$ cat src/core/sdsp_pkg.sv
// shared constants and types for the sigma-delta serial port block
// assumes a single 100 MHz master clock domain and a plain register port
package sdsp_pkg;
    // register offsets (byte addresses)
    localparam logic [7:0] CTRL_OFS   = 8'h00;
    localparam logic [7:0] STATUS_OFS = 8'h04;
    localparam logic [7:0] MASK_OFS   = 8'h08;
    localparam logic [7:0] WRWORD_OFS = 8'h0c;
    localparam logic [7:0] STATE_OFS  = 8'h10;
    // field positions
    localparam int CTRL_LOWPWR_BIT = 0;
    localparam int EV_FRAME_BIT    = 0;
    localparam int EV_WRITE_BIT    = 1;
    localparam int EV_SYNC_BIT     = 2;
    localparam int EV_OVR_BIT      = 3;
    localparam int EV_W            = 4;
    // reset values
    localparam logic [31:0] CTRL_RST = 32'h0000_0000;
    localparam logic [3:0]  MASK_RST = 4'h0;
    // timing counts: half periods in master cycles, frame and write lengths in bits
    localparam logic [1:0] HALF_NORMAL = 2'h1; // serial clock = master / 2
    localparam logic [1:0] HALF_LOWPWR = 2'h2; // serial clock = master / 4
    localparam logic [8:0] FRAME_BITS  = 9'h020; // serial bits per frame
    localparam logic [4:0] WRITE_LAST  = 5'h1f; // index of last write bit
    // decimation codes
    localparam logic [1:0] DEC_64  = 2'h0;
    localparam logic [1:0] DEC_128 = 2'h1;
    localparam logic [1:0] DEC_256 = 2'h2;

    typedef struct packed {
        logic [15:0] addr; // device and register address word
        logic [15:0] data; // value word
    } sdsp_wr_word_t;

    typedef enum logic [2:0] {
        RX_IDLE  = 3'b001,
        RX_SHIFT = 3'b010,
        RX_WAIT  = 3'b100
    } sdsp_rx_state_t;
endpackage

$ cat src/core/sdsp_core.sv
// serial port, sync, power-down and strap logic of a sigma-delta converter
// assumes i_clk is the master clock; pins are asynchronous and are synchronised here
//
// The strobed register port and the register offsets were chosen for this implementation.
`timescale 1ns/1ns
// Operation
// - serial output clock is derived from, and equals, the modulator clock
// - output frame marker stays low for 32 serial clock periods
// - result and status bits change on rising edge, valid at falling edge
// - input frame marker sampled on falling edges; first bit next falling edge
// - a write is 32 bits: address word then data word
// - falling edge on sync input restarts the decimation filter
// - while reset/power-down input is low, everything is held in reset; here the pin synchronisers are not reset and the strap is still tracked
// - strap high selects 64, floating 128, grounded 256 decimation
// - overrange output high while input nears the modulator limit
// - modulator clock is master divided by two, or four in low power
module sdsp_core (
    input  wire logic                   i_clk,
    input  wire logic                   i_sys_rst,
    input  wire logic [7:0]             i_reg_addr,
    input  wire logic [31:0]            i_reg_wdata,
    input  wire logic                   i_reg_wr,
    input  wire logic                   i_reg_rd,
    output logic [31:0]                 o_reg_rdata,
    output logic                        o_irq,
    input  wire logic [23:0]            i_sample,
    input  wire logic                   i_overrange_level,
    input  wire logic                   i_input_frame_marker_n,
    input  wire logic                   i_serial_write_line,
    input  wire logic                   i_sync_n,
    input  wire logic                   i_reset_powerdown_input_n,
    input  wire logic                   i_strap_high,
    input  wire logic                   i_strap_low,
    output logic                        o_internal_modulator_clock,
    output logic                        o_output_frame_marker_n,
    output logic                        o_serial_result_line,
    output logic                        o_filter_restart,
    output logic                        o_overrange,
    output logic                        o_powered_down,
    output logic                        o_wr_valid,
    output sdsp_pkg::sdsp_wr_word_t     o_wr_word
);
    // decimation code to ratio, used by framing and readback
    function automatic logic [8:0] dec_ratio(input logic [1:0] code);
        case (code)
            sdsp_pkg::DEC_64:  dec_ratio = 9'h040;
            sdsp_pkg::DEC_128: dec_ratio = 9'h080;
            // codes outside the three known ones fall back to the widest ratio
            default:           dec_ratio = 9'h100;
        endcase
    endfunction

    // two-flop synchronisers for all pins; first stage feeds only the second
    // no reset here: the strap must be seen while the block is held in reset,
    // and the power-down pin must be seen to leave power-down
    logic [5:0] pin_s1_reg;
    logic [5:0] pin_s2_reg;
    logic       sync_s3_reg;
    always_ff @(posedge i_clk) begin
        pin_s1_reg  <= {i_input_frame_marker_n, i_serial_write_line, i_sync_n,
                        i_reset_powerdown_input_n, i_strap_high, i_strap_low};
        pin_s2_reg  <= pin_s1_reg;
        sync_s3_reg <= pin_s2_reg[3];
    end
    logic fsi_n_s, sdi_s, pd_n_s, strap_hi_s, strap_lo_s;
    assign fsi_n_s    = pin_s2_reg[5];
    assign sdi_s      = pin_s2_reg[4];
    assign pd_n_s     = pin_s2_reg[2];
    assign strap_hi_s = pin_s2_reg[1];
    assign strap_lo_s = pin_s2_reg[0];

    // power-down folds into the block reset
    // the pin is two flops deep, so power-down starts two cycles after it
    logic rst;
    assign rst = i_sys_rst | ~pd_n_s;
    assign o_powered_down = ~pd_n_s;

    // strap tracked while in reset, frozen at release
    logic [1:0] dec_reg, dec_next;
    always_comb begin
        dec_next = dec_reg;
        if (rst) begin
            if (strap_hi_s && !strap_lo_s) dec_next = sdsp_pkg::DEC_64;
            else if (!strap_hi_s && strap_lo_s) dec_next = sdsp_pkg::DEC_256;
            // both comparators set, or neither, reads as a floating pin
            else dec_next = sdsp_pkg::DEC_128;
        end
    end
    always_ff @(posedge i_clk) begin
        dec_reg <= dec_next;
    end

    // register file state
    // only control, status and mask are writable; the rest read back state
    logic [31:0]            ctrl_reg, ctrl_next;
    logic [3:0]             status_reg, status_next;
    logic [3:0]             mask_reg, mask_next;
    logic [31:0]            rdata_reg, rdata_next;
    logic [3:0]             ev;
    sdsp_pkg::sdsp_wr_word_t last_wr_reg;
    logic                   low_power;
    assign low_power = ctrl_reg[sdsp_pkg::CTRL_LOWPWR_BIT];

    // serial clock divider and output framing
    // the serial clock is a register toggled on master edges, so rise and fall
    // are known one cycle early and data can be launched with the clock edge
    logic [1:0]  div_reg, div_next;
    logic        sco_reg, sco_next;
    logic [8:0]  pos_reg, pos_next;
    logic [31:0] shift_reg, shift_next;
    logic        fso_n_reg, fso_n_next;
    logic        sdo_reg, sdo_next;
    logic        ovr_reg, ovr_next;
    logic        restart_reg, restart_next;
    logic        toggle, rise, fall;
    logic [1:0]  half;
    logic [8:0]  pos_inc;
    logic        sync_fall;
    assign half      = low_power ? sdsp_pkg::HALF_LOWPWR : sdsp_pkg::HALF_NORMAL;
    assign toggle    = (div_reg >= half - 2'h1);
    assign rise      = toggle & ~sco_reg;
    assign fall      = toggle & sco_reg;
    assign sync_fall = sync_s3_reg & ~pin_s2_reg[3];
    assign pos_inc   = pos_reg + 9'h001;
    always_comb begin
        div_next     = toggle ? 2'h0 : div_reg + 2'h1;
        sco_next     = toggle ? ~sco_reg : sco_reg;
        pos_next     = pos_reg;
        shift_next   = shift_reg;
        fso_n_next   = fso_n_reg;
        sdo_next     = sdo_reg;
        ovr_next     = i_overrange_level;
        restart_next = sync_fall;
        // a sync fall outranks a serial clock rise in the same cycle
        if (sync_fall) begin
            // filter restarts: drop the frame and begin a fresh decimation period
            pos_next   = dec_ratio(dec_reg) - 9'h001;
            fso_n_next = 1'b1;
            sdo_next   = 1'b0;
        end else if (rise) begin
            pos_next = (pos_reg >= dec_ratio(dec_reg) - 9'h001) ? 9'h000 : pos_inc;
            if (pos_next == 9'h000) begin
                // status byte: overrange, decimation code, power mode
                shift_next = {i_sample, i_overrange_level, dec_reg, low_power, 4'h0};
                sdo_next   = i_sample[23];
                fso_n_next = 1'b0;
            end else if (pos_next < sdsp_pkg::FRAME_BITS) begin
                shift_next = {shift_reg[30:0], 1'b0};
                sdo_next   = shift_reg[30];
            end else begin
                fso_n_next = 1'b1;
                sdo_next   = 1'b0;
            end
        end
    end
    always_ff @(posedge i_clk) begin
        if (rst) begin
            div_reg     <= 2'h0;
            sco_reg     <= 1'b0;
            pos_reg     <= 9'h0ff;
            shift_reg   <= 32'h0000_0000;
            fso_n_reg   <= 1'b1;
            sdo_reg     <= 1'b0;
            ovr_reg     <= 1'b0;
            restart_reg <= 1'b0;
        end else begin
            div_reg     <= div_next;
            sco_reg     <= sco_next;
            pos_reg     <= pos_next;
            shift_reg   <= shift_next;
            fso_n_reg   <= fso_n_next;
            sdo_reg     <= sdo_next;
            ovr_reg     <= ovr_next;
            restart_reg <= restart_next;
        end
    end
    // pins come straight from flops, no logic after the registers
    assign o_internal_modulator_clock = sco_reg;
    assign o_output_frame_marker_n    = fso_n_reg;
    assign o_serial_result_line       = sdo_reg;
    assign o_overrange                = ovr_reg;
    assign o_filter_restart           = restart_reg;

    // write receiver; falling strobe delayed two cycles to match the pin synchronisers
    // so the marker and data seen are those that stood at the serial fall;
    // the host may change them as soon as that fall has passed
    sdsp_pkg::sdsp_rx_state_t rx_reg, rx_next;
    logic [1:0]  fall_d_reg;
    logic [4:0]  bit_reg, bit_next;
    logic [31:0] rx_sh_reg, rx_sh_next;
    logic        wr_valid_reg, wr_valid_next;
    sdsp_pkg::sdsp_wr_word_t wr_word_reg, wr_word_next;
    always_comb begin
        rx_next       = rx_reg;
        bit_next      = bit_reg;
        rx_sh_next    = rx_sh_reg;
        wr_valid_next = 1'b0;
        wr_word_next  = wr_word_reg;
        if (fall_d_reg[1]) begin
            case (rx_reg)
                sdsp_pkg::RX_IDLE: begin
                    if (!fsi_n_s) begin
                        rx_next  = sdsp_pkg::RX_SHIFT;
                        bit_next = 5'h00;
                    end
                end
                sdsp_pkg::RX_SHIFT: begin
                    rx_sh_next = {rx_sh_reg[30:0], sdi_s};
                    bit_next   = bit_reg + 5'h01;
                    if (bit_reg == sdsp_pkg::WRITE_LAST) begin
                        wr_valid_next = 1'b1;
                        wr_word_next  = {rx_sh_reg[30:0], sdi_s};
                        rx_next       = sdsp_pkg::RX_WAIT;
                    end
                end
                sdsp_pkg::RX_WAIT: begin
                    // marker still low after 32 bits is not a new write
                    if (fsi_n_s) rx_next = sdsp_pkg::RX_IDLE;
                end
                default: rx_next = sdsp_pkg::RX_IDLE;
            endcase
        end
    end
    // the fall pipeline is cleared too, so no stale strobe survives power-down
    always_ff @(posedge i_clk) begin
        if (rst) begin
            rx_reg       <= sdsp_pkg::RX_IDLE;
            fall_d_reg   <= 2'h0;
            bit_reg      <= 5'h00;
            rx_sh_reg    <= 32'h0000_0000;
            wr_valid_reg <= 1'b0;
            wr_word_reg  <= '0;
        end else begin
            rx_reg       <= rx_next;
            fall_d_reg   <= {fall_d_reg[0], fall};
            bit_reg      <= bit_next;
            rx_sh_reg    <= rx_sh_next;
            wr_valid_reg <= wr_valid_next;
            wr_word_reg  <= wr_word_next;
        end
    end
    // the word holds until the next complete write
    assign o_wr_valid = wr_valid_reg;
    assign o_wr_word  = wr_word_reg;

    // events: frame start, write received, filter restart, overrange rise
    // each event is a one-cycle strobe; status keeps it until software clears it
    always_comb begin
        ev = 4'h0;
        ev[sdsp_pkg::EV_FRAME_BIT] = fso_n_reg & ~fso_n_next;
        ev[sdsp_pkg::EV_WRITE_BIT] = wr_valid_reg;
        ev[sdsp_pkg::EV_SYNC_BIT]  = restart_reg;
        ev[sdsp_pkg::EV_OVR_BIT]   = ~ovr_reg & ovr_next;
    end

    // register port; write-one-to-clear, a same-cycle event wins
    // read data stand only in the cycle after the read strobe, zero otherwise
    always_comb begin
        ctrl_next   = ctrl_reg;
        mask_next   = mask_reg;
        status_next = status_reg;
        rdata_next  = 32'h0000_0000;
        if (i_reg_wr) begin
            case (i_reg_addr)
                sdsp_pkg::CTRL_OFS:   ctrl_next = {31'h0, i_reg_wdata[sdsp_pkg::CTRL_LOWPWR_BIT]};
                sdsp_pkg::STATUS_OFS: status_next = status_reg & ~i_reg_wdata[3:0];
                sdsp_pkg::MASK_OFS:   mask_next = i_reg_wdata[3:0];
                default: ;
            endcase
        end
        status_next = status_next | ev;
        if (i_reg_rd) begin
            case (i_reg_addr)
                sdsp_pkg::CTRL_OFS:   rdata_next = ctrl_reg;
                sdsp_pkg::STATUS_OFS: rdata_next = {28'h0, status_reg};
                sdsp_pkg::MASK_OFS:   rdata_next = {28'h0, mask_reg};
                sdsp_pkg::WRWORD_OFS: rdata_next = last_wr_reg;
                sdsp_pkg::STATE_OFS:  rdata_next = {19'h0, ovr_reg, dec_ratio(dec_reg), 1'b0, dec_reg};
                default:              rdata_next = 32'h0000_0000;
            endcase
        end
    end
    always_ff @(posedge i_clk) begin
        if (rst) begin
            ctrl_reg    <= sdsp_pkg::CTRL_RST;
            mask_reg    <= sdsp_pkg::MASK_RST;
            status_reg  <= 4'h0;
            rdata_reg   <= 32'h0000_0000;
            last_wr_reg <= '0;
        end else begin
            ctrl_reg    <= ctrl_next;
            mask_reg    <= mask_next;
            status_reg  <= status_next;
            rdata_reg   <= rdata_next;
            last_wr_reg <= wr_valid_reg ? wr_word_reg : last_wr_reg;
        end
    end
    assign o_reg_rdata = rdata_reg;
    // level interrupt straight from the registers, so a clear shows next cycle
    assign o_irq       = |(status_reg & mask_reg);
endmodule

$ cat config.mk
export PLATFORM = sky130hd
export DESIGN_NAME = sdsp_core
export DESIGN_NICKNAME = d
export VERILOG_FILES = /design/src/core/sdsp_pkg.sv /design/src/core/sdsp_core.sv
export SDC_FILE = /design/constraint.sdc
export NUM_CORES = 1
export LEC_CHECK = 0
export BUFFER_PORTS_ARGS = -buffer_cell sky130_fd_sc_hd__buf_4
export CORE_UTILIZATION = 58
export DETAILED_ROUTE_END_ITERATION = 8
export GPL_TIMING_DRIVEN = 0
export PLACE_DENSITY = 0.82
export SYNTH_ARGS = -nofsm -noshare
export SYNTH_HDL_FRONTEND = slang
export SYNTH_SLANG_ARGS = --single-unit
$ cat constraint.sdc
create_clock -name i_clk -period 7.98 [get_ports i_clk]
set_input_delay 0.798 -clock i_clk [delete_from_list [all_inputs] [get_ports i_clk]]
set_output_delay 0.798 -clock i_clk [all_outputs]
set_load 0.005 [all_outputs]
### Word level (Yosys, flattened, before mapping)

Index checks and enable logic that the tools add are counted.

* bits in registers: 209
* input port bits: 75

* $add $sub $neg: 6
* magnitude comparators: 3
* equality and inequality tests: 12
* mux-type cells: 27
* bitwise logic cells: 19
* reduce and logical (&&, ||, !) cells: 22

Operators by type and width (count)
* 32-bit case mux with 5 select lines: 1
* 31-bit two-way mux: 2
* 9-bit two-way mux: 6
* 9-bit case mux with 2 select lines: 1
* 9-bit by 1-bit subtractor with 9-bit output, second input constant: 2
* 8-bit by 4-bit == test with 1-bit output, second input constant: 2
* 5-bit case mux with 2 select lines: 1
* 9-bit by 1-bit adder with 9-bit output, second input constant: 1
* 9-bit greater-or-equal comparator: 1
* 9-bit zero test: 1
* 9-bit by 6-bit less-than comparator with 1-bit output, second input constant: 1
* 3-bit two-way mux: 3
* 1-bit inverter: 9
* 3-bit case mux with 3 select lines: 1
* 3-bit AND reduction: 3
* 4-bit AND: 2
* 8-bit by 3-bit == test with 1-bit output, second input constant: 1
* 8-bit by 5-bit == test with 1-bit output, second input constant: 1
* 8-bit zero test: 1
* 4-bit two-way mux: 2
* 1-bit two-way mux: 7
* 2-bit != test, second input constant: 3
* 2-bit AND reduction: 3
* 2-bit nonzero test: 3
* other kinds (22): 31

### Logic depth before layout (Yosys ltp)

Gate-level depths: netlist of the first run.

* word-level depth: 17
* depth in mapped cells: 13
* mapped depth without buffers: 11

### Worst setup path before layout of the first run

OpenSTA, ideal clock, no wires.

* path kind: reg2reg
* start: reg dec_reg[0]
* end: reg shift_reg[13]
* library setup time: 0.134 ns
* data arrival time: 2.702 ns
* required time: 7.846 ns
* slack: 5.144 ns
* stages on the path, launching flop included: 14
* path through: edfxtp_1 nor2_1 inv_1 ha_1 xnor2_1 ha_1 nand4_1 a21bo_1 a311o_1 o311a_2 buf_6 buf_6 a21oi_1 a211oi_1

* word-level cells in the longest chain between the ends: 10
* elaborated cells between the ends (all ways): 13
* classes of those cells: 1 x add/sub; 2 x order compare; 1 x eq/ne; 5 x mux; 4 x reduce/logical

Ends and longest elaborated chain
* start, declared: RTL line sdsp_core.sv:79 `logic [1:0] dec_reg, dec_next;`
* start signal, assigned: RTL line sdsp_core.sv:90 `dec_reg <= dec_next;`
* 2-bit by 1-bit == test with 1-bit output or 2-bit zero test (tied branches): RTL line sdsp_core.sv:45 `case (code)`
* 9-bit case mux with 2 select lines *: RTL line sdsp_core.sv:45
* 9-bit two-way mux *: RTL line sdsp_core.sv:140 `end else if (rise) begin`
* 9-bit two-way mux *: RTL line sdsp_core.sv:135 `if (sync_fall) begin`
* 9-bit by 1-bit subtractor with 9-bit output *: RTL line sdsp_core.sv:141 `pos_next = (pos_reg >= dec_ratio(dec_reg) - 9'h001) ? 9'h000 : pos_inc;`
* 9-bit greater-or-equal comparator *: RTL line sdsp_core.sv:141
* 9-bit two-way mux *: RTL line sdsp_core.sv:141
* 9-bit by 6-bit less-than comparator with 1-bit output or 9-bit zero test (tied branches): RTL line sdsp_core.sv:147, sdsp_core.sv:142
* 2-bit nonzero test (no line)
* 3-bit AND reduction (no line)
* end signal, assigned: RTL line sdsp_core.sv:170 `shift_reg <= shift_next;`
* end, declared: RTL line sdsp_core.sv:110 `logic [31:0] shift_reg, shift_next;`

Mark *: on every way between the ends. The rest lies on a longest branch, timed or not. The select of a mux whose other input is x is not followed.
A chain may end at the register's enable or synchronous reset.

### Final worst setup path of the first run

* start: reg dec_reg[1]
* end: reg shift_reg[22]

The elaborated chain is that of the path after synthesis.

==> results list, run 1 <==
* DRT iter0 DRCs: 331
- 0 antenna diodes ended up in the layout.
* Post-CTS setup buffers: 0
* Total of hold buffers inserted after clock tree synthesis: 0
- Number of enable-type register cells in the synthesized netlist: 2
- For this design the top-level I/O count stands at 147.
* Starting Density: 59.24%
- Between clock sinks in the finished design, the worst skew comes to 0.007577 ns.
* Final worst hold slack: roughly 0.33 ns
- Net switching component of the power: 0.5967 mW
- Max-capacitance violation count: 0
* Grt ovf: 0
- The floorplan step set the die height to ~120 µm.
- The synthesized netlist devotes a little under a fifth of its cell area to simple gates.
* Count of endpoints failing setup in the final report: 0
* Resized cells post-CTS: 0
- For the worst setup path, the data required time is between 8 and 9 ns.
- CTS H-Tree Depth: 1
* Master cell of the clock root buffer: sky130_fd_sc_hd__clkbuf_16
- By startpoint and endpoint, the worst setup path is classified as flip-flop to flip-flop.
- The path class of the tightest hold or removal check is flip-flop to flip-flop.
* Total standard cell area after synthesis: 7814 µm²
- Ranking of synthesized cells by area: sky130_fd_sc_hd__dfxtp_1, sky130_fd_sc_hd__mux2i_1, sky130_fd_sc_hd__nand2_1
- R2R cell count: 12
* Post-Synth XOR/XNOR Area: 0.4484%
- The critical path contains buffers and inverters numbering 2 combined.
- Number of antenna violations at the first check in global routing: 0
* Total number of yosys warnings: 0
- Average size of a mapped cell: 9.291 µm²
* Layout cells sized above 1: approximately a fifth
* Net total in the final layout: 1,066
* Peak supply drop: ~0.00021 V
* Drc violations: 0
- First-pass GRT wire length: 28,860 µm
* Worst-Margin Slew: slightly below 0.9 ns
- Setup slack on the worst reg-to-reg path comes out at 4.47 ns.
- Of all nets on the critical path, the largest fanout is 10.
- The via count of the first global-routing pass came to 5,836.
- STA classifies the critical path endpoint as a flip-flop.
- Clock Pin Slew Worst Setup and Hold Paths: 0.06 ns
- The critical path goes through nor2_1, inv_1, ha_1, xnor2_1, ha_1, nand4_1, a21bo_1, a311o_1, o311ai_2, nor2_2, buf_6, a211oi_1.
* Total nets after synthesis: between 900 and 1,000
* Setup repair after global routing missed its margin: false
- Detailed routing inserted a total of ~6,400 vias.
* Logic gate share of total power: 15.4%
* Share of async-settable or async-resettable flops after synthesis: 0%
- Clock sink total: 205
- Final Hold Viols: 0
* Most common cell after layout, fill and taps aside: sky130_fd_sc_hd__dfxtp_1
- GRT Util Overall: around a quarter
- Registers are responsible for 45.3% of the overall power.
- The share of the Yosys chip area taken by registers is 52.78%.
* Crit path from: dec_reg[1]
- In this design, the critical path's most frequently occurring cell is sky130_fd_sc_hd__ha_1.
- Slew Limit Headroom: 41.78%
* Cell Pwr Density: 246.7 nW/µm²
- Main synth FF type: sky130_fd_sc_hd__dfxtp_1
* Arrival time reported for the critical path endpoint: 3.88 ns
- Leading cell types in the layout, fill and taps excluded: sky130_fd_sc_hd__dfxtp_1, sky130_fd_sc_hd__nand2_1, sky130_fd_sc_hd__buf_4
- Final worst setup slack: between 4 and 5 ns
- The later pin in the worst-skew pair is clocked with a latency of approximately 0.47 ns.
* Combinational family with the most area after synthesis: simple AND/OR/NAND/NOR gates
* Pin count of the biggest net entering global routing: 15
- Summed over all cells, the static leakage comes to 3.630 nW.
* Outcome: complete, no violations
* Total negative slack for setup checks: 0 ns
- Net switching share of the total power: between 20% and 30%
- Total wire length: 17,690 µm
* Via density per instance: 5.420
- In the finished design, the share of the clock period the worst path needs comes to 43.95%.
- Counting instances, the worst hold path has a depth of 0.
* Synth cell types: 60
* Period minus WS final: 3.507 ns
* Share of the synthesized area in compound gates (AO/OA/AOI/OAI): 14.48%
- Highest cell delay on the worst timing path: 0.50 ns
- Hold Path Origin: pin_s1_reg[0]
- Of the total synthesized cell area, the portion taken by full adders, half adders and majority gates is 1.441%.
- Following the worst setup path forward leads to its endpoint at shift_reg[22].
- The largest individual stage delay along the critical path comes from the cell sky130_fd_sc_hd__edfxtp_1.
* DR pass1 iterations: 5
- After layout, the design draws a total of around 2.4 mW.
* Synth Instances: roughly 840
- The biggest area contributor in the post-synthesis netlist is sky130_fd_sc_hd__dfxtp_1.
- Port Buffers: 118
- Die span in x: 118.1 µm
- Std cell rows: 42
- Compared with the post-synthesis result, the final layout area differs by 22.66%.
* Number of nets with antenna violations after routing: 0
* Total die area: 13,940 µm²
* R2r endpoint: shift_reg[22]
* Number of max-slew violations in the final report: 0
- The congestion estimate from routability-driven global placement came to roughly 0.90.
* Internal Pwr Total: between 1.5 and 2 mW
* Flip-flop and latch count after synthesis: 205
- Final cell utilization of the core: between 70% and 80%
- No sink is reached through more buffers than the 3 on the longest clock path.
- CTS tree: done
* Share of cell area taken by muxes after synthesis: 8.535%
* HPWL after detailed placement: 12,480 µm
- The core region is approximately 13,000 µm².
* Largest delay share family, worst path: compound AO/OA/AOI/OAI gates
- Total CTS buffers: 21
* Total of fill cells in the finished design: 1,006
- Critical path depth: 12
- After synthesis, the largest area contributor takes up 52.01% of total cell area.
- Before CTS, the worst setup slack after placement is 4.534 ns.
- STA classifies the critical path startpoint as a flip-flop.
* FF-to-FF Start: dec_reg[1]
* Average routed wire per standard cell: ~15 µm
- In this run, the clock network consumes 39.3% of the power.
- For this run, the top clock speed supported by timing is 0.2851 GHz.
## power groups by stage
stage / Combinational, mW / Clock [mW] / Sequential, mW
floorplan: 0.277 / 0 / 1.09
global route: 0.395 / 0.990 / 1.07
detailed placement: 0.360 / 0 / 1.09
global placement: 0.356 / 0 / 1.09
CTS: 0.362 / 0.943 / 1.07
finish: 0.363 / 0.930 / 1.07
## worst reg2reg max path: cells and delay by family, from the launching register on
family                   cells  cell delay, ns
AO/OA/AOI/OAI                4            1.01
AND/OR/NAND/NOR              3            0.70
adder cells (fa/ha/maj)      2            0.56
flip-flops                   1            0.50
XOR/XNOR                     1            0.33
buffers and inverters        2            0.31
## cell usage after synthesis (all sizes together), types with 2 or more instances
cell type and count:
buf 22, nand3 13, clkbuf 33, edfxtp 2
and2 29, nand3b 3, nand2 157, nor3 5
mux2i 61, and3b 3, ha 9, nand2b 5
mux2 5, o211ai 3, or2 3, nor2 65
o21ai 16, o311ai 5, xnor2 2, xor2 2
dfxtp 203, a21oi 109, a21o 3, a31oi 4
a22oi 10, and4 2, nand4 4, nor2b 5
and3 6, a211oi 26, nand4b 2, inv 6
a311o 2
## metal layers
layer  share of wire [%]  vias up  track usage [%]  wire (µm)
met5                   0        -                0          0
met1                  47     2991            34.83       8236
met4                 2.1        0            7.212        378
li1                    -     3189                -          -
met3                 4.1       26            3.731        727
met2                  47      146            40.96       8347
## cells by family (layout without fill, tap and decap cells)
kind of cell	after synthesis	in the layout
adder cells (fa/ha/maj)	9	9
flip-flops	205	205
AO/OA/AOI/OAI	187	187
XOR/XNOR	4	4
buffers and inverters	61	216
multiplexers	66	66
AND/OR/NAND/NOR	309	309
## worst min-delay path by stage
stage                          to
global route        pin_s2_reg[2]
finish              pin_s2_reg[0]
CTS                 pin_s2_reg[0]
global placement    pin_s2_reg[2]
detailed placement  pin_s2_reg[0]
floorplan           pin_s2_reg[0]
## metrics by stage
stage / std cells / instance area [µm²]
global placement: 1135 / 8920
finish: 1172 / 9584
global route: 1172 / 9584
CTS: 1172 / 9584
floorplan: 841 / 7814
detailed placement: 1135 / 8920
## final cells by class
| cell class | instances | area [µm²] | share of cell area (%) |
|---|---|---|---|
| flip-flops and latches | 205 | 4124 | 43.03 |
| multi-input cells | 575 | 3391 | 35.38 |
| repair buffers | 118 | 885.9 | 9.243 |
| clock buffers | 30 | 599.3 | 6.253 |
| plain buffers | 55 | 276.5 | 2.885 |
| well taps | 176 | 220.2 | 2.298 |
| clock inverters | 7 | 65.06 | 0.6789 |
| inverters | 6 | 22.52 | 0.2350 |
(Power assumes the default switching activity.)
==> run 2: changes to the inputs <==
--- a/config.mk
+++ b/config.mk
@@ -6,10 +6,10 @@
 export NUM_CORES = 1
 export LEC_CHECK = 0
 export BUFFER_PORTS_ARGS = -buffer_cell sky130_fd_sc_hd__buf_4
-export CORE_UTILIZATION = 58
+export CORE_UTILIZATION = 55
 export DETAILED_ROUTE_END_ITERATION = 8
 export GPL_TIMING_DRIVEN = 0
-export PLACE_DENSITY = 0.82
+export PLACE_DENSITY = 0.78
 export SYNTH_ARGS = -nofsm -noshare
 export SYNTH_HDL_FRONTEND = slang
 export SYNTH_SLANG_ARGS = --single-unit
==> constraint.sdc (replaced) <==
create_clock -name i_clk -period 3.7 [get_ports i_clk]
set_input_delay 0.37 -clock i_clk [delete_from_list [all_inputs] [get_ports i_clk]]
set_output_delay 0.37 -clock i_clk [all_outputs]
set_load 0.005 [all_outputs]
==> run 2 against run 1 <==
Compared with the run above: worst hold slack worse by 0.22 ns; die area is 5.4% higher; global-route usage down 0.96 points; non-clock buffer count grew 6; critical path depth unchanged; sequential cell count unchanged; first-iteration DRC count up 8.2%; fmax up 6.4%; critical path type unchanged; critical endpoint is now shift_reg[15]; largest cell class unchanged.
==> results list, run 2 (synthesis gave the netlist of run 1 again) <==
* Number of vias in the routed layout: 6,378 (+0.41%)
- The hold-fix buffer count after cts was 6 (+6).
* Sequential cell area: 4124 µm² (unchanged)
- Final Hold Viols: 0 (unchanged)
- List of cells traversed by the critical path: nor2_1, inv_1, ha_1, xnor2_1, ha_1, nand4_1, a21bo_1, a311o_1, o311ai_2, nor2_2, buf_6, a211oi_1
* GRT Util Overall: 24.25% (-0.96 points)
- The number of stages on the worst hold path came to 2 (+2).
- The wire length on met2 came to 8019 µm (-3.9%).
- First-pass GRT wire length: 28,620 µm (-0.84%)
- Starting Density: 56.29% (-2.9 points)
* Max-capacitance violation count: 0 (unchanged)
- The final worst-path setup slack was 0.4048 ns (-4.068 ns).
- Critical path endpoint category: flip-flop
* Highest routing layer actually used: met4
- The sequential group share of total power came to 43.6% (-1.7 points).
- The area of combinational cells with multiple inputs is 3391 µm² (unchanged).
- DR pass1 iterations: 7 (+2)
- The area of the core was 13,880 µm² (+5.2%).
* Sum of routed wire segments on met1: 8144 µm (-1.1%)
- The internal power component was 3.948 mW (+120%).
- The setup path with the least slack is of type flip-flop to flip-flop.
* Final cell utilization of the core: 70.10% (-2.6 points)
- The sum of negative setup slack is 0 ns (unchanged).
- Via density per instance: 5.382 (-0.69%)
- Period Utilization, post-route: 89.06% (+45 points)
- The max-slew violation count was 0 (unchanged).
- The number of DRC violations after detailed-routing iteration 0 is 358 (+8.2%).
- Slew Limit Headroom: 46.82% (+5.0 points)
- The fraction of layout cells with a size suffix above 1 was 19.40% (+0.43 points).
- The sink count of the clock tree was 205 (unchanged).
- The clock-pin slew on the worst setup and hold paths is 0.06 ns (about the same).
- The port buffer count came to 118 (unchanged).
- Pre-CTS worst setup slack: 0.4744 ns (-4.060 ns)
* Master cell of the clock root buffer: sky130_fd_sc_hd__clkbuf_16
- CTS Buffer Depth: 3 (unchanged)
* Total CTS buffers: 22 (+4.8%)
- The DRC violation count after routing is 0 (unchanged).
* Net total in the final layout: 1,073 (+0.66%)
- Data required time of the critical path: 4.11 ns (-4.24 ns)
- The largest net degree at the start of global routing came to 15 (unchanged).
- The maximum clock skew at final layout is 0.009782 ns (+0.002206 ns).
* Peak supply drop: 0.0004290 V (+100%)
- The post-cts repair resize count is 0 (unchanged).
- The final setup violation count is 0 (unchanged).
* Kind of launch point of the worst setup path: flip-flop
* Critical path peak fanout: 10 (unchanged)
* Most common cell type on the critical path: sky130_fd_sc_hd__ha_1
- The clock insertion delay at the later pin of the skew report came to 0.50 ns (+0.03 ns).
- The part of the total power dissipated in combinational logic is 14.8% (-0.6 points).
- Total of fill cells in the finished design: 1,100 (+9.3%)
- TritonCTS built the clock tree.
* Cell Pwr Density: 544.5 nW/µm² (+120%)
* Leading cell types in the layout, fill and taps excluded: sky130_fd_sc_hd__dfxtp_1, sky130_fd_sc_hd__nand2_1, sky130_fd_sc_hd__buf_4
- Period minus WS final: 3.295 ns (-0.2119 ns)
* Layout overhead on the synthesized area: 24.53%
- Diode count: 0 (unchanged)
* Most common cell after layout, fill and taps aside: sky130_fd_sc_hd__dfxtp_1
- The number of H-tree levels is 1 (unchanged).
- Total wire length: 17,450 µm (-1.4%)
* Average routed wire per standard cell: 14.72 µm (-2.5%)
- The row count was 43 (+2.4%).
- The total global routing overflow came to 0 (unchanged).
- The slowest stage of the critical path is the sky130_fd_sc_hd__edfxtp_1 cell.
- The number of antenna violations at the first check in global routing was 0 (unchanged).
- The share of total power in the clock network is 41.7% (+2.4 points).
- The pin slew with the least headroom to its limit came to 0.7976 ns (-0.07560 ns).
- The number of buffers and inverters on the critical path was 2 (unchanged).
- Setup repair after global routing left no endpoint under its margin.
- Die span in x: 121.2 µm (+2.6%)
- The die extent in y was 121.2 µm (+2.6%).
- The run finished with clean final reports.
* Maximum clock frequency: 0.3035 GHz (+6.4%)
- The post-DP HPWL was 12,010 µm (-3.8%).
- The placer congestion estimate was 0.8815 (-2.4%).
- DP Cell Count: 1,139 (+0.35%)
- Net switching component of the power: 1.350 mW (+130%)
- The number of top-level pins was 147 (unchanged).
- Static Leakage: 3.703 nW (+2.0%)
* Vias in the first global route: 5,881 (+0.77%)
- The share of total power consumed by net switching is 25.48% (+0.24 points).
- Highest cell delay on the worst timing path: 0.50 ns (about the same)
* Post-CTS setup buffers: 0 (unchanged)
* Critical path depth: 12 (unchanged)
- The post-detailed-route count of antenna-violating nets came to 0 (unchanged).
* Met3 wire length: 961 µm (+32%)
- The non-filler instance count after layout was 1,185 (+1.1%).
* R2R cell count: 12 (unchanged)
- The critical path data arrival time came to 3.70 ns (-0.18 ns).
- The worst hold path belongs to the class input pin to flip-flop.
- Largest delay share family, worst path: compound AO/OA/AOI/OAI gates
- Total die area: 14,690 µm² (+5.4%)
[run 2: layer usage]
layer  track usage, %  up-vias
met5                0        -
met4            7.407        0
met3            4.417       25
met2            38.89      168
met1            33.14     2975
li1                 -     3210
[run 2: worst paths after layout]
kind / from / to / slack, ns
worst max-delay path: dec_reg[0] / shift_reg[15] / 0.40
worst min-delay path: i_overrange_level / o_overrange / 0.10
worst max register to register: dec_reg[0] / shift_reg[15] / 0.40
worst min register to register: pin_s1_reg[0] / pin_s2_reg[0] / 0.33
[run 2: area by class of cell]
| cell class | instances | area share, % |
|---|---|---|
| flip-flops and latches | 205 | 42.38 |
| multi-input cells | 575 | 34.85 |
| repair buffers | 124 | 9.721 |
| clock buffers | 31 | 6.841 |
| plain buffers | 55 | 2.842 |
| well taps | 180 | 2.315 |
| clock inverters | 9 | 0.8229 |
| inverters | 6 | 0.2315 |
[run 2: per-stage QoR]
step	power (mW)	hold slack, ns	instance area (µm²)
floorplan	2.940	0.3096	7814
global placement	3.116	0.3116	8925
detailed placement	3.126	0.3138	8925
CTS	5.323	0.09556	9731
global route	5.505	0.1029	9731
finish	5.298	0.1047	9731
[run 2: power groups by stage]
stage	Sequential, mW	Clock [mW]	Combinational (mW)
CTS	2.31	2.23	0.782
floorplan	2.34	0	0.596
finish	2.31	2.21	0.782
global placement	2.35	0	0.762
detailed placement	2.36	0	0.771
global route	2.31	2.34	0.853
[run 2: worst register-to-register path: stages, from the launching register on]
cell	delay, ns
sky130_fd_sc_hd__edfxtp_1	0.50
sky130_fd_sc_hd__nor2_1	0.23
sky130_fd_sc_hd__inv_1	0.11
sky130_fd_sc_hd__ha_1	0.24
sky130_fd_sc_hd__xnor2_1	0.23
sky130_fd_sc_hd__ha_1	0.29
sky130_fd_sc_hd__nand4_1	0.23
sky130_fd_sc_hd__a21bo_1	0.25
sky130_fd_sc_hd__a311o_1	0.40
sky130_fd_sc_hd__o311ai_2	0.13
sky130_fd_sc_hd__nor2_2	0.17
sky130_fd_sc_hd__buf_6	0.18
sky130_fd_sc_hd__a211oi_1	0.23
==> run 3: changes to the inputs <==
--- a/config.mk
+++ b/config.mk
@@ -6,10 +6,10 @@
 export NUM_CORES = 1
 export LEC_CHECK = 0
 export BUFFER_PORTS_ARGS = -buffer_cell sky130_fd_sc_hd__buf_4
-export CORE_UTILIZATION = 55
+export CORE_UTILIZATION = 50
 export DETAILED_ROUTE_END_ITERATION = 8
 export GPL_TIMING_DRIVEN = 0
-export PLACE_DENSITY = 0.78
+export PLACE_DENSITY = 0.75
 export SYNTH_ARGS = -nofsm -noshare
 export SYNTH_HDL_FRONTEND = slang
 export SYNTH_SLANG_ARGS = --single-unit
==> constraint.sdc (replaced) <==
create_clock -name i_clk -period 2.8 [get_ports i_clk]
set_input_delay 0.28 -clock i_clk [delete_from_list [all_inputs] [get_ports i_clk]]
set_output_delay 0.28 -clock i_clk [all_outputs]
set_load 0.005 [all_outputs]
==> run 3 against run 2 <==
Compared with the run above: wire length increased by 12%; register-to-register slack got worse by 0.60 ns; critical endpoint is now shift_reg[7]; first-iteration DRC count increased by 40%; total power increased by 45%; largest cell class unchanged; the run now ends with setup timing left; fmax increased by 10%; clock power increased by 29%; combinational power increased by 130%; worst setup slack got worse by 0.60 ns; critical path type unchanged; via count increased by 3.4%; clock skew about the same; non-clock buffer count increased by 31.
==> results list, run 3 (synthesis gave the netlist of run 1 again) <==
* Worst-Margin Slew: 0.8663 ns (+0.06867 ns)
- The final worst-path setup slack was -0.1921 ns (-0.5969 ns).
- Highest cell delay on the worst timing path: 0.50 ns (about the same)
- The timing-limited maximum frequency was 0.3342 GHz (+10%).
* Layout overhead on the synthesized area: 33.00%
- The maximum ir drop on the vdd rail is 0.0005134 V (+20%).
* Outcome: finished, violations left
* Master cell of the clock root buffer: sky130_fd_sc_hd__clkbuf_16
* Critical path depth: 14 (+2)
- The part of the cycle the worst path needs came to 106.9% (+18 points).
- The global-route wire length before repair came to 31,210 µm (+9.0%).
* Multi-input combinational cell area: 3746 µm² (+10%)
* Diode count: 0 (unchanged)
- The setup slack at placement came to -0.4111 ns (-0.8854 ns).
- Period minus WS final: 2.992 ns (-0.3031 ns)
- The largest net degree at the start of global routing was 14 (-1).
- The average detailed-routed wire length per instance is 15.93 µm (+8.2%).
* CTS H-Tree Depth: 1 (unchanged)
* Die span in x: 127.0 µm (+4.8%)
- The data required time of the worst path is 3.17 ns (-0.94 ns).
- Clock latency at the later pin of the worst-skew pair: 0.50 ns (about the same)
- Cell Pwr Density: 737.9 nW/µm² (+36%)
- DRT iter0 DRCs: 502 (+40%)
* Total wire length: 19,460 µm (+12%)
* Clock Pin Slew Worst Setup and Hold Paths: 0.06 ns (about the same)
* Number of ports placed on the die boundary: 147 (unchanged)
* Final cell utilization of the core: 68.36% (-1.7 points)
- Count of endpoints failing setup in the final report: 31 (+31)
- The number of filler cells placed in the layout came to 1,175 (+6.8%).
- The via count of the first global-routing pass came to 6,296 (+7.1%).
* Most common cell type on the critical path: sky130_fd_sc_hd__buf_6
- The post-DP HPWL came to 12,330 µm (+2.6%).
* Layout cells sized above 1: 27.27% (+7.9 points)
- Via density per instance: 5.399 (+0.30%)
* Number of antenna violations at the first check in global routing: 0 (unchanged)
* Number of vias in the routed layout: 6,597 (+3.4%)
- The critical path data arrival time is 3.36 ns (-0.34 ns).
- Leaving out fill and tap cells, the most frequent cell in the layout is sky130_fd_sc_hd__dfxtp_1.
- Largest delay share family, worst path: buffers and inverters
- The die area was 16,130 µm² (+9.8%).
* Buf/Inv on CP: 6 (+4)
- The library cells used most frequently in the layout, excluding fill and tap cells, are sky130_fd_sc_hd__dfxtp_1, sky130_fd_sc_hd__nand2_1, sky130_fd_sc_hd__buf_4.
- The initial cell density of the core came to 51.40% (-4.9 points).
- Std cell rows: 45 (+4.7%)
* Class of the worst hold path: input pin to flip-flop
- Sequential cell area: 4124 µm² (unchanged)
* Violated checks: setup timing
- The post-detailed-route count of antenna-violating nets came to 0 (unchanged).
- The maximum count of clock buffers along a single path was 3 (unchanged).
- List of cells traversed by the critical path: nor2_2, inv_2, ha_4, xnor2_2, ha_1, buf_4, a21o_4, buf_6, nor4_4, buf_4, buf_6, buf_6, mux2i_4, a211oi_2
- The port buffer count was 118 (unchanged).
- Critical path endpoint category: flip-flop
- Final Hold Viols: 0 (unchanged)
* Kind of launch point of the worst setup path: flip-flop
- The total global routing track utilization is 23.96% (-0.28 points).
- Final clock skew: 0.009655 ns (-0.0001275 ns)
- R2R cell count: 14 (+2)
- The max-slew headroom at the worst pin is 42.25% (-4.6 points).
* CTS tree: done
* Number of max-slew violations in the final report: 0 (unchanged)
- The area of the core came to 15,200 µm² (+9.5%).
* Grt ovf: 0 (unchanged)
* DR pass1 iterations: 5 (-2)
- Net total in the final layout: 1,104 (+2.9%)
* Drc violations: 0 (unchanged)
- Total negative slack for setup checks: -4.322 ns (-4.322 ns)
- The number of violations of the max-capacitance limit is 0 (unchanged).
* Critical path peak fanout: 5 (-5)
- The number of stages on the worst hold path came to 2 (unchanged).
- Cell with the largest stage delay on the worst path: sky130_fd_sc_hd__edfxtp_1
- Clock sink total: 205 (unchanged)
- The number of buffers inserted during clock tree synthesis was 22 (unchanged).
- The die extent in y came to 127.0 µm (+4.8%).
- The setup path with the least slack is of type flip-flop to flip-flop.
- Static Leakage: 3.912 nW (+5.7%)
- Setup repair after global routing could not meet its margin everywhere.
* RePlAce Congestion: 0.8689 (-1.4%)
[run 3: cell types whose count changed in the layout (fill, tap and decap cells not counted), sizes merged]
cell / change
inv: +1
clkinv: -2
buf: +31
clkinvlp: -1
[run 3: worst paths after layout]
| check | from | endpoint | slack [ns] |
|---|---|---|---|
| max | dec_reg[1] | shift_reg[7] | -0.19 |
| min | i_overrange_level | o_overrange | 0.04 |
| max reg2reg | dec_reg[1] | shift_reg[7] | -0.19 |
| min reg2reg | pin_s1_reg[1] | pin_s2_reg[1] | 0.33 |
[run 3: report_power, final]
part           switching, mW  internal, mW  total [mW]
clock                   1.14          1.70        2.84
combinational          0.855         0.907        1.76
sequential            0.0669          3.00        3.07
total                   2.06          5.61        7.67
[run 3: through the flow]
step | hold WS [ns] | instances | total power [mW] | cell area, µm²
2_1_floorplan | 0.3077 | 841 | 3.886 | 7816
3_3_place_gp | 0.3114 | 1147 | 4.119 | 8937
3_5_place_dp | 0.3121 | 1147 | 4.137 | 8937
4_1_cts | 0.01478 | 1216 | 7.417 | 10180
5_1_grt | 0.03294 | 1222 | 7.946 | 10390
6_report | 0.03674 | 1222 | 7.668 | 10390
[run 3: metal layers]
metal  global-route usage, %  wire, µm  vias up
li1                        -         -     3257
met1                   31.54      8636     3124
met2                   39.56      9258      183
met3                   4.481      1084       33
met4                   8.403       483        0
met5                       0         0        -
[run 3: cell type report]
| type | instances | share of cell area (%) |
|---|---|---|
| Clock inverter | 7 | 0.6501 |
| Inverter | 6 | 0.2167 |
| Tap cell | 188 | 2.263 |
| Sequential cell | 205 | 39.68 |
| Multi-Input combinational cell | 575 | 36.05 |
| Timing Repair Buffer | 155 | 12.02 |
| Buffer | 55 | 2.914 |
| Clock buffer | 31 | 6.212 |
[run 3: repair_timing]
action / CTS / global route
gates cloned: 2 / 0
hold endpoints to repair: 6 / 0
hold buffers: 6 / 0
pin swaps: 28 / 12
endpoints found under the setup margin: 36 / 35
resized for setup: 55 / 43
setup buffers: 23 / 6
